==> config.mk <==
export PLATFORM = sky130hd
export DESIGN_NAME = right_input_and_mixer_routing_regs
export DESIGN_NICKNAME = d
export VERILOG_FILES = /design/src/pkg/mix_regs_pkg.sv /design/src/verilog/masked_reg_word.sv /design/src/verilog/right_input_and_mixer_routing_regs.sv
export SDC_FILE = /design/constraint.sdc
export NUM_CORES = 1
export LEC_CHECK = 0
export ABC_CLOCK_PERIOD_IN_PS = 1200
export BUFFER_PORTS_ARGS = -buffer_cell sky130_fd_sc_hd__buf_2
export CAP_MARGIN = 20
export CORE_ASPECT_RATIO = 0.8
export CORE_UTILIZATION = 40
export CTS_CLUSTER_SIZE = 25
export DETAILED_ROUTE_END_ITERATION = 12
export PLACE_DENSITY = 0.87
export SYNTH_ARGS = -nofsm -noshare
export SYNTH_HDL_FRONTEND = slang
export SYNTH_SLANG_ARGS = --single-unit
==> constraint.sdc <==
create_clock -name pclk -period 1.2 [get_ports pclk]
set_input_delay 0.06 -clock pclk [delete_from_list [all_inputs] [get_ports pclk]]
set_output_delay 0.06 -clock pclk [all_outputs]
set_load 0.02 [all_outputs]
==> src/pkg/mix_regs_pkg.sv <==
`default_nettype none

package mix_regs_pkg;

	localparam int ADDR_W = 12;
	localparam int REG_W  = 16;

	// Register indices; each register occupies the word at four times its index.
	localparam logic [7:0] IDX_RIGHT_INPUT = 8'h2f;
	localparam logic [7:0] IDX_LOUT_MIX    = 8'h32;
	localparam logic [7:0] IDX_ROUT_MIX    = 8'h33;
	localparam logic [7:0] IDX_LSPK_MIX    = 8'h34;
	localparam logic [7:0] IDX_LSPK_GAIN   = 8'h35;

	localparam logic [ADDR_W-1:0] ADDR_RIGHT_INPUT = {2'h0, IDX_RIGHT_INPUT, 2'h0};
	localparam logic [ADDR_W-1:0] ADDR_LOUT_MIX    = {2'h0, IDX_LOUT_MIX, 2'h0};
	localparam logic [ADDR_W-1:0] ADDR_ROUT_MIX    = {2'h0, IDX_ROUT_MIX, 2'h0};
	localparam logic [ADDR_W-1:0] ADDR_LSPK_MIX    = {2'h0, IDX_LSPK_MIX, 2'h0};
	localparam logic [ADDR_W-1:0] ADDR_LSPK_GAIN   = {2'h0, IDX_LSPK_GAIN, 2'h0};

	// Field positions in the right input configuration register.
	localparam int CM_BIT   = 6;
	localparam int NEG_LSB  = 4;
	localparam int POS_LSB  = 2;
	localparam int MODE_LSB = 0;

	// Reset values and writable-bit masks.
	localparam logic [REG_W-1:0] RST_RIGHT_INPUT  = 16'h0044;
	localparam logic [REG_W-1:0] RST_LOUT_MIX     = 16'h0008;
	localparam logic [REG_W-1:0] RST_ROUT_MIX     = 16'h0004;
	localparam logic [REG_W-1:0] RST_LSPK_MIX     = 16'h0000;
	localparam logic [REG_W-1:0] RST_LSPK_GAIN    = 16'h0000;
	localparam logic [REG_W-1:0] MASK_RIGHT_INPUT = 16'h007f;
	localparam logic [REG_W-1:0] MASK_MIX         = 16'h000f;

	typedef enum logic [1:0] {
		MODE_SINGLE    = 2'h0,
		MODE_DIFF_LINE = 2'h1,
		MODE_DIFF_MIC  = 2'h2,
		MODE_RESERVED  = 2'h3
	} input_mode_t;

	// One-hot pin choice: bit 0 first pin, bit 1 second, bit 2 third.
	localparam logic [2:0] PIN_ONE   = 3'h1;
	localparam logic [2:0] PIN_TWO   = 3'h2;
	localparam logic [2:0] PIN_THREE = 3'h4;

	typedef struct packed {
		logic ldac;
		logic rdac;
		logic lbyp;
		logic rbyp;
	} mix_route_t;

	typedef struct packed {
		input_mode_t mode;
		logic [2:0]  noninv_pins;
		logic [2:0]  inv_pins;
		logic        right_cm_reject_en;
	} amp_route_t;

endpackage

`default_nettype wire

==> src/verilog/masked_reg_word.sv <==
`timescale 1ns/1ps
`default_nettype none

module masked_reg_word #(
	parameter int                 WIDTH = 16,
	parameter logic [WIDTH-1:0]   RESET = '0,
	parameter logic [WIDTH-1:0]   MASK  = '1
) (
	input  wire logic             pclk,
	input  wire logic             presetn,
	input  wire logic             we,
	input  wire logic [WIDTH-1:0] wdata,
	output logic      [WIDTH-1:0] q
);

	always_ff @(posedge pclk or negedge presetn) begin
		if (!presetn) begin
			q <= RESET & MASK;
		end else if (we) begin
			q <= wdata & MASK;
		end
	end

endmodule // masked_reg_word

`default_nettype wire

==> src/verilog/right_input_and_mixer_routing_regs.sv <==
`timescale 1ns/1ps
`default_nettype none

module right_input_and_mixer_routing_regs (
	input  wire logic                              pclk,
	input  wire logic                              presetn,
	input  wire logic                              psel,
	input  wire logic                              penable,
	input  wire logic                              pwrite,
	input  wire logic [mix_regs_pkg::ADDR_W-1:0]   paddr,
	input  wire logic [31:0]                       pwdata,
	input  wire logic [3:0]                        pstrb,
	output logic                                   pready,
	output logic      [31:0]                       prdata,
	output logic                                   pslverr,
	output mix_regs_pkg::amp_route_t               amp_route,
	output mix_regs_pkg::mix_route_t               lout_mix,
	output mix_regs_pkg::mix_route_t               rout_mix,
	output mix_regs_pkg::mix_route_t               lspk_mix,
	output mix_regs_pkg::mix_route_t               lspk_atten
);

	localparam int W = mix_regs_pkg::REG_W;

	logic [W-1:0] cfg_q;
	logic [W-1:0] lout_q;
	logic [W-1:0] rout_q;
	logic [W-1:0] lspk_q;
	logic [W-1:0] gain_q;

	wire logic setup_phase;
	wire logic access_phase;
	wire logic sel_cfg;
	wire logic sel_lout;
	wire logic sel_rout;
	wire logic sel_lspk;
	wire logic sel_gain;
	wire logic addr_hit;
	wire logic wr_commit;
	wire logic [W-1:0] lane_mask;
	wire logic [W-1:0] rd_word;
	wire logic [W-1:0] merged_cfg;
	wire logic [W-1:0] merged_lout;
	wire logic [W-1:0] merged_rout;
	wire logic [W-1:0] merged_lspk;
	wire logic [W-1:0] merged_gain;

	// The slave never stretches a transfer, so every access ends after its
	// first access cycle.
	assign pready       = 1'b1;
	assign setup_phase  = psel && !penable;
	assign access_phase = psel && penable;

	assign sel_cfg  = (paddr == mix_regs_pkg::ADDR_RIGHT_INPUT);
	assign sel_lout = (paddr == mix_regs_pkg::ADDR_LOUT_MIX);
	assign sel_rout = (paddr == mix_regs_pkg::ADDR_ROUT_MIX);
	assign sel_lspk = (paddr == mix_regs_pkg::ADDR_LSPK_MIX);
	assign sel_gain = (paddr == mix_regs_pkg::ADDR_LSPK_GAIN);
	assign addr_hit = sel_cfg | sel_lout | sel_rout | sel_lspk | sel_gain;

	// Unmapped or misaligned addresses answer with an error and change nothing.
	assign pslverr   = access_phase && !addr_hit;
	assign wr_commit = access_phase && pwrite && pready;

	// Byte lanes above the low half hold no bits, so their strobes do nothing.
	assign lane_mask = {{8{pstrb[1]}}, {8{pstrb[0]}}};

	assign merged_cfg  = (cfg_q & ~lane_mask) | (pwdata[W-1:0] & lane_mask);
	assign merged_lout = (lout_q & ~lane_mask) | (pwdata[W-1:0] & lane_mask);
	assign merged_rout = (rout_q & ~lane_mask) | (pwdata[W-1:0] & lane_mask);
	assign merged_lspk = (lspk_q & ~lane_mask) | (pwdata[W-1:0] & lane_mask);
	assign merged_gain = (gain_q & ~lane_mask) | (pwdata[W-1:0] & lane_mask);

	masked_reg_word #(
		.WIDTH (W),
		.RESET (mix_regs_pkg::RST_RIGHT_INPUT),
		.MASK  (mix_regs_pkg::MASK_RIGHT_INPUT)
	) u_cfg (
		.pclk    (pclk),
		.presetn (presetn),
		.we      (wr_commit && sel_cfg),
		.wdata   (merged_cfg),
		.q       (cfg_q)
	);

	masked_reg_word #(
		.WIDTH (W),
		.RESET (mix_regs_pkg::RST_LOUT_MIX),
		.MASK  (mix_regs_pkg::MASK_MIX)
	) u_lout (
		.pclk    (pclk),
		.presetn (presetn),
		.we      (wr_commit && sel_lout),
		.wdata   (merged_lout),
		.q       (lout_q)
	);

	masked_reg_word #(
		.WIDTH (W),
		.RESET (mix_regs_pkg::RST_ROUT_MIX),
		.MASK  (mix_regs_pkg::MASK_MIX)
	) u_rout (
		.pclk    (pclk),
		.presetn (presetn),
		.we      (wr_commit && sel_rout),
		.wdata   (merged_rout),
		.q       (rout_q)
	);

	masked_reg_word #(
		.WIDTH (W),
		.RESET (mix_regs_pkg::RST_LSPK_MIX),
		.MASK  (mix_regs_pkg::MASK_MIX)
	) u_lspk (
		.pclk    (pclk),
		.presetn (presetn),
		.we      (wr_commit && sel_lspk),
		.wdata   (merged_lspk),
		.q       (lspk_q)
	);

	masked_reg_word #(
		.WIDTH (W),
		.RESET (mix_regs_pkg::RST_LSPK_GAIN),
		.MASK  (mix_regs_pkg::MASK_MIX)
	) u_gain (
		.pclk    (pclk),
		.presetn (presetn),
		.we      (wr_commit && sel_gain),
		.wdata   (merged_gain),
		.q       (gain_q)
	);

	assign rd_word = sel_cfg  ? cfg_q  :
	                 sel_lout ? lout_q :
	                 sel_rout ? rout_q :
	                 sel_lspk ? lspk_q :
	                 sel_gain ? gain_q : '0;

	// Read data is caught in the setup cycle so that it comes from a flop;
	// nothing else writes these registers, so it cannot go stale.
	always_ff @(posedge pclk or negedge presetn) begin
		if (!presetn) begin
			prdata <= 32'h0;
		end else if (setup_phase) begin
			prdata <= {16'h0, rd_word};
		end
	end

	// Mixer source enables and gains are the register bits themselves.
	assign lout_mix   = mix_regs_pkg::mix_route_t'(lout_q[3:0]);
	assign rout_mix   = mix_regs_pkg::mix_route_t'(rout_q[3:0]);
	assign lspk_mix   = mix_regs_pkg::mix_route_t'(lspk_q[3:0]);
	assign lspk_atten = mix_regs_pkg::mix_route_t'(gain_q[3:0]);

	function automatic logic [2:0] pin_decode(input logic [1:0] code);
		logic [2:0] pins;
		pins = mix_regs_pkg::PIN_THREE;
		if (code == 2'h0) begin
			pins = mix_regs_pkg::PIN_ONE;
		end else if (code == 2'h1) begin
			pins = mix_regs_pkg::PIN_TWO;
		end
		return pins;
	endfunction

	wire mix_regs_pkg::input_mode_t cfg_mode;
	wire logic [2:0] neg_pins;
	wire logic [2:0] pos_pins;
	wire logic       mic_swap;
	wire logic       cm_bit;
	mix_regs_pkg::amp_route_t next_amp_route;

	assign cfg_mode = mix_regs_pkg::input_mode_t'(
		cfg_q[mix_regs_pkg::MODE_LSB +: 2]);
	assign neg_pins = pin_decode(cfg_q[mix_regs_pkg::NEG_LSB +: 2]);
	assign pos_pins = pin_decode(cfg_q[mix_regs_pkg::POS_LSB +: 2]);
	assign cm_bit   = cfg_q[mix_regs_pkg::CM_BIT];
	// The reserved mode is passed to the amplifier unchanged, with the pins
	// unswapped as in single-ended; software should not use it.
	assign mic_swap = (cfg_mode == mix_regs_pkg::MODE_DIFF_MIC);

	always_comb begin
		next_amp_route.mode        = cfg_mode;
		next_amp_route.noninv_pins = mic_swap ? neg_pins : pos_pins;
		next_amp_route.inv_pins    = mic_swap ? pos_pins : neg_pins;
		next_amp_route.right_cm_reject_en =
			cm_bit && (cfg_mode == mix_regs_pkg::MODE_DIFF_LINE);
	end

	always_ff @(posedge pclk or negedge presetn) begin
		if (!presetn) begin
			amp_route.mode               <= mix_regs_pkg::MODE_SINGLE;
			amp_route.noninv_pins        <= mix_regs_pkg::PIN_TWO;
			amp_route.inv_pins           <= mix_regs_pkg::PIN_ONE;
			amp_route.right_cm_reject_en <= 1'b0;
		end else begin
			amp_route <= next_amp_route;
		end
	end
endmodule // right_input_and_mixer_routing_regs

`default_nettype wire

# ---- Word-level counts from Yosys, hierarchy flattened
# Cells that the tools add are included.
dict set report op_classes {
  n_eq_ne 9
  n_mux 11
  bitwise_logic 16
  reduce_logical 14
}
# operator count
set op_table {}
lappend op_table {{$eq A12 B8 Y1 const B} 5}
lappend op_table {{$mux W3} 6}
lappend op_table {{$and A4 B4 Y4} 4}
lappend op_table {{$mux W4} 4}
lappend op_table {{$or A4 B4 Y4} 4}
lappend op_table {{$and A7 B7 Y7} 2}
lappend op_table {{$logic_and A1 B1 Y1} 10}
lappend op_table {{$mux W7} 1}
lappend op_table {{$not A7 Y7} 1}
lappend op_table {{$or A7 B7 Y7} 1}
lappend op_table {{$eq A2 B1 Y1 const B} 3}
lappend op_table {{$logic_not A2 Y1} 2}
lappend op_table {{$or A1 B1 Y1} 4}
lappend op_table {{$eq A2 B2 Y1 const B} 1}
lappend op_table {{$logic_not A1 Y1} 2}
dict set report word_totals {
  register_bits 48
  inputBits 53
  out_inout_bits 59
  word_cells 60
}

# ---- Longest topological paths before layout
dict set report depth {
  depth_word 7
  mapped_depth 5
  ltp_nobuf 4
}

# ---- Cells and area by module
# From an unflattened synthesis, not the netlist that was laid out.
dict set report hier_totals {
  hier_cells 546
  area_unflattened_um2 4087.7
}
# mod n_inst cells_per_inst area_each_um2 seq_area_each_um2
set modules_own_cells {}
lappend modules_own_cells {right_input_and_mixer_routing_regs 1 437 2763.9 628.1}
lappend modules_own_cells {{masked_reg_word at u_lout ...} 2 21 240.2 101.3}
lappend modules_own_cells {{masked_reg_word at u_gain ...} 2 21 239.0 100.1}
lappend modules_own_cells {{masked_reg_word at u_cfg} 1 25 365.4 177.7}

# ---- Worst setup path before layout
# Ideal clock, no wire load.
dict set report synth_path {
  path_kind {in2reg}
  from {input port paddr[11] in the netlist's numbering}
  to {register (tool-made name)}
  setup_ns 0.125
  arrival_time_ns 1.392
  required_ns 1.075
  slack_ns -0.317
  stages 5
  n_path_buf 1
  path_cell_list {nor4_4 nand3_2 or4_4 buf_6 mux2_4}
}
# element line_no
set synth_lines {}
lappend synth_lines {{start, declared} right_input_and_mixer_routing_regs.sv:10} ;# input wire logic [mix_regs_pkg::ADDR_W-1:0] paddr,

==> metrics.cfg <==
[worst_hold_path]
hp-class=in -> reg
worstHoldStart=pwdata[6]
min_path_cells=2

[placement]
io_buffers=57
hpwl_um=3590
post-place-ws_ps=-406
gp_congestion=0.832
place_area_um2=2480

[clock_network]
cts_inserted_buffers=5
cts_tree=yes
clockRootBuffer=clkbuf_8
path_clk_slew_ps=80
insertion_delay_ps=290
htree_levels=2
cts_buffer_depth=2
cts_sinks=39

[setup_path]
reg2reg_to=prdata[3]$_DFFE_PN0P_
worstPathRequired_ps=1380
reg2reg_depth=4
path_class=in -> reg
arrival_ps=1580
end_kind=register
r2r_slack_ps=-30
start_kind=input pin
worst-path-max-fanout=4

[yosys]
ys_warn_count=0
synth_top_family_by_area=multiplexers
yosysSeqAreaShare=0.486
synth_xor_area_frac=0
synth-compound-area-share=0.0544
synthCells=173
synth.area.mux_share=0.193
synthesis.area_um2=2020
synth-simple-area-share=0.151
synth_cell_type_count=40
yosys_register_bits=39
synthAdderAreaFrac=0
syn_area_per_cell_um2=11.7

[final_layout]
final_common_cell=buf_2
final_cell_mix=buf_2, dfrtp_1, conb_1, buf_4, mux2_2
fin_area_um2=2690
fin_nets=316
syn_to_final_growth_pct=32.9
drive_gt1_frac=0.545
insertedDiodeCount=0

[floorplanning]
die_h_um=65.6
rows=22
ios=112
core-area_um2=4730
die_area_um2=5350
die_x_um=81.5
start_util=0.428

[routing]
ant_nets=0
post-route-drc-count=0
wl_per_cell_um=14.3
postRouteWirelength_um=4640
drt-pass1-iter-count=4
dr.first_iter.drc_count=59
via_per_inst=4.78
num_vias=1550

[sta]
period_share=1.17
setup_violations=17
setup_tns_ps=-2380
hold_viol_final=0
setup_slack_ps=-205
drv_slew=0
fin_skew_ps=5.23
fin_crit_ps=1410
grt_setup_unrepaired=yes
fmax_mhz=712

[grt]
grt_pass1_vias=1510
track_usage=0.179
grt_pass1_wl_um=7020
grt.overflow.total=0
antenna_found_initial=0
grt_max_degree=24

[status]
violations=negative setup slack
status=finished, violations left

[power_and_ir_drop]
power_leakage_nw=1.43
p_total_w=0.00244
max-vdd-ir-drop_v=0.000507
p_int_w=0.00181
pwr-share-seq=0.539
swShare=0.257
powerDensity_nw_per_um2=907
p_switching_w=0.000626
power_frac_comb=0.116
p_clk_frac=0.345

[flow_run]
drv_cap=0

-- worst max-delay path: stages --
cell and delay [ps]:
buf_6 90, nor4_4 310, buf_4 170, nand3_4 70
or4_4 550, mux2_4 320
-- cell type report --
type,instances,area (um2)
clock buffer,5,68.8
clock inverter,3,15.0
fill,407,2040
inverter,2,7.51
multi-input combinational,126,973
sequential,39,985
tap,60,75.1
timing repair buffer,89,566
-- cell families after synthesis --
logic type,after synthesis
simple gates,49
compound gates,17
flops,39
other cells,2
mux,34
buf+inv,32
-- cells in the mapped netlist (all sizes together) --
| cell type | count | area [um2] |
|---|---|---|
| dfrtp | 33 | 826 |
| buf | 28 | 211 |
| mux2 | 28 | 330 |
| nand2 | 14 | 52.6 |
| nor2 | 10 | 40.0 |
| dfstp | 6 | 158 |
| mux2i | 6 | 60.1 |
| nand2b | 6 | 37.5 |
| o21ai | 6 | 30.0 |
| o22ai | 5 | 31.3 |
| nand3 | 3 | 20.0 |
| clkbuf | 2 | 8.75 |
| conb | 2 | 7.51 |
| inv | 2 | 7.51 |
| nor2b | 2 | 12.5 |
| nor3b | 2 | 26.3 |
| o31ai | 2 | 15.0 |
| a32oi | 1 | 8.76 |
| and2 | 1 | 6.26 |
| and3 | 1 | 6.26 |
| and3b | 1 | 8.76 |
| and4 | 1 | 8.76 |
| and4b | 1 | 10.0 |
| nand3b | 1 | 7.51 |
| nand4b | 1 | 8.76 |
| nand4bb | 1 | 11.3 |
| nor4 | 1 | 21.3 |
| nor4bb | 1 | 10.0 |
| o2111ai | 1 | 8.76 |
| o21a | 1 | 7.51 |
| o41ai | 1 | 8.76 |
| or3 | 1 | 6.26 |
| or4 | 1 | 11.3 |
-- routing by layer --
layer	vias to the layer above	share of wire	track usage
met2	63	0.49	0.299
li1	734	-	-
met1	743	0.42	0.219
met5	-	0	0
met4	0	0.014	0.0491
met3	10	0.074	0.0583
-- repair_timing --
| item | 4_1_cts | 5_1_grt |
|---|---|---|
| pin swaps | 3 | 2 |
| setup buffers | 1 | 2 |
| setup endpoints to repair | 11 | 22 |
| hold buffers | 1 | 0 |
| endpoints found under the hold margin | 15 | 0 |
| gates resized for setup | 9 | 13 |
-- worst max-delay path by stage --
stage / start / slack (ps) / cells after the start / to
3_3_place_gp: paddr[11] / -390 / 5 / register
6_report: paddr[0] / -210 / 6 / register
2_1_floorplan: paddr[11] / -310 / 5 / register
3_5_place_dp: paddr[11] / -410 / 5 / register
5_1_grt: paddr[0] / -230 / 6 / register
4_1_cts: paddr[0] / -190 / 6 / register
-- power by group through the flow --
stage          Clock [W]  Combinational [W]  Sequential, W
6_report        0.000842           0.000282        0.00132
3_5_place_dp           0           0.000264        0.00134
4_1_cts         0.000854           0.000275        0.00132
3_3_place_gp           0           0.000258        0.00134
5_1_grt         0.000914           0.000309        0.00132
2_1_floorplan          0           0.000191        0.00134
-- per-stage QoR --
| step | instances | util | hold slack (ps) |
|---|---|---|---|
| after floorplan | 197 | - | -236 |
| after global placement | 312 | 0.524 | 40.1 |
| after detailed placement | 312 | 0.524 | 48.2 |
| after CTS | 322 | 0.554 | 10.9 |
| after global routing | 324 | 0.568 | 8.61 |
| final | 324 | 0.568 | 9.04 |
(Power assumes the default switching activity.)
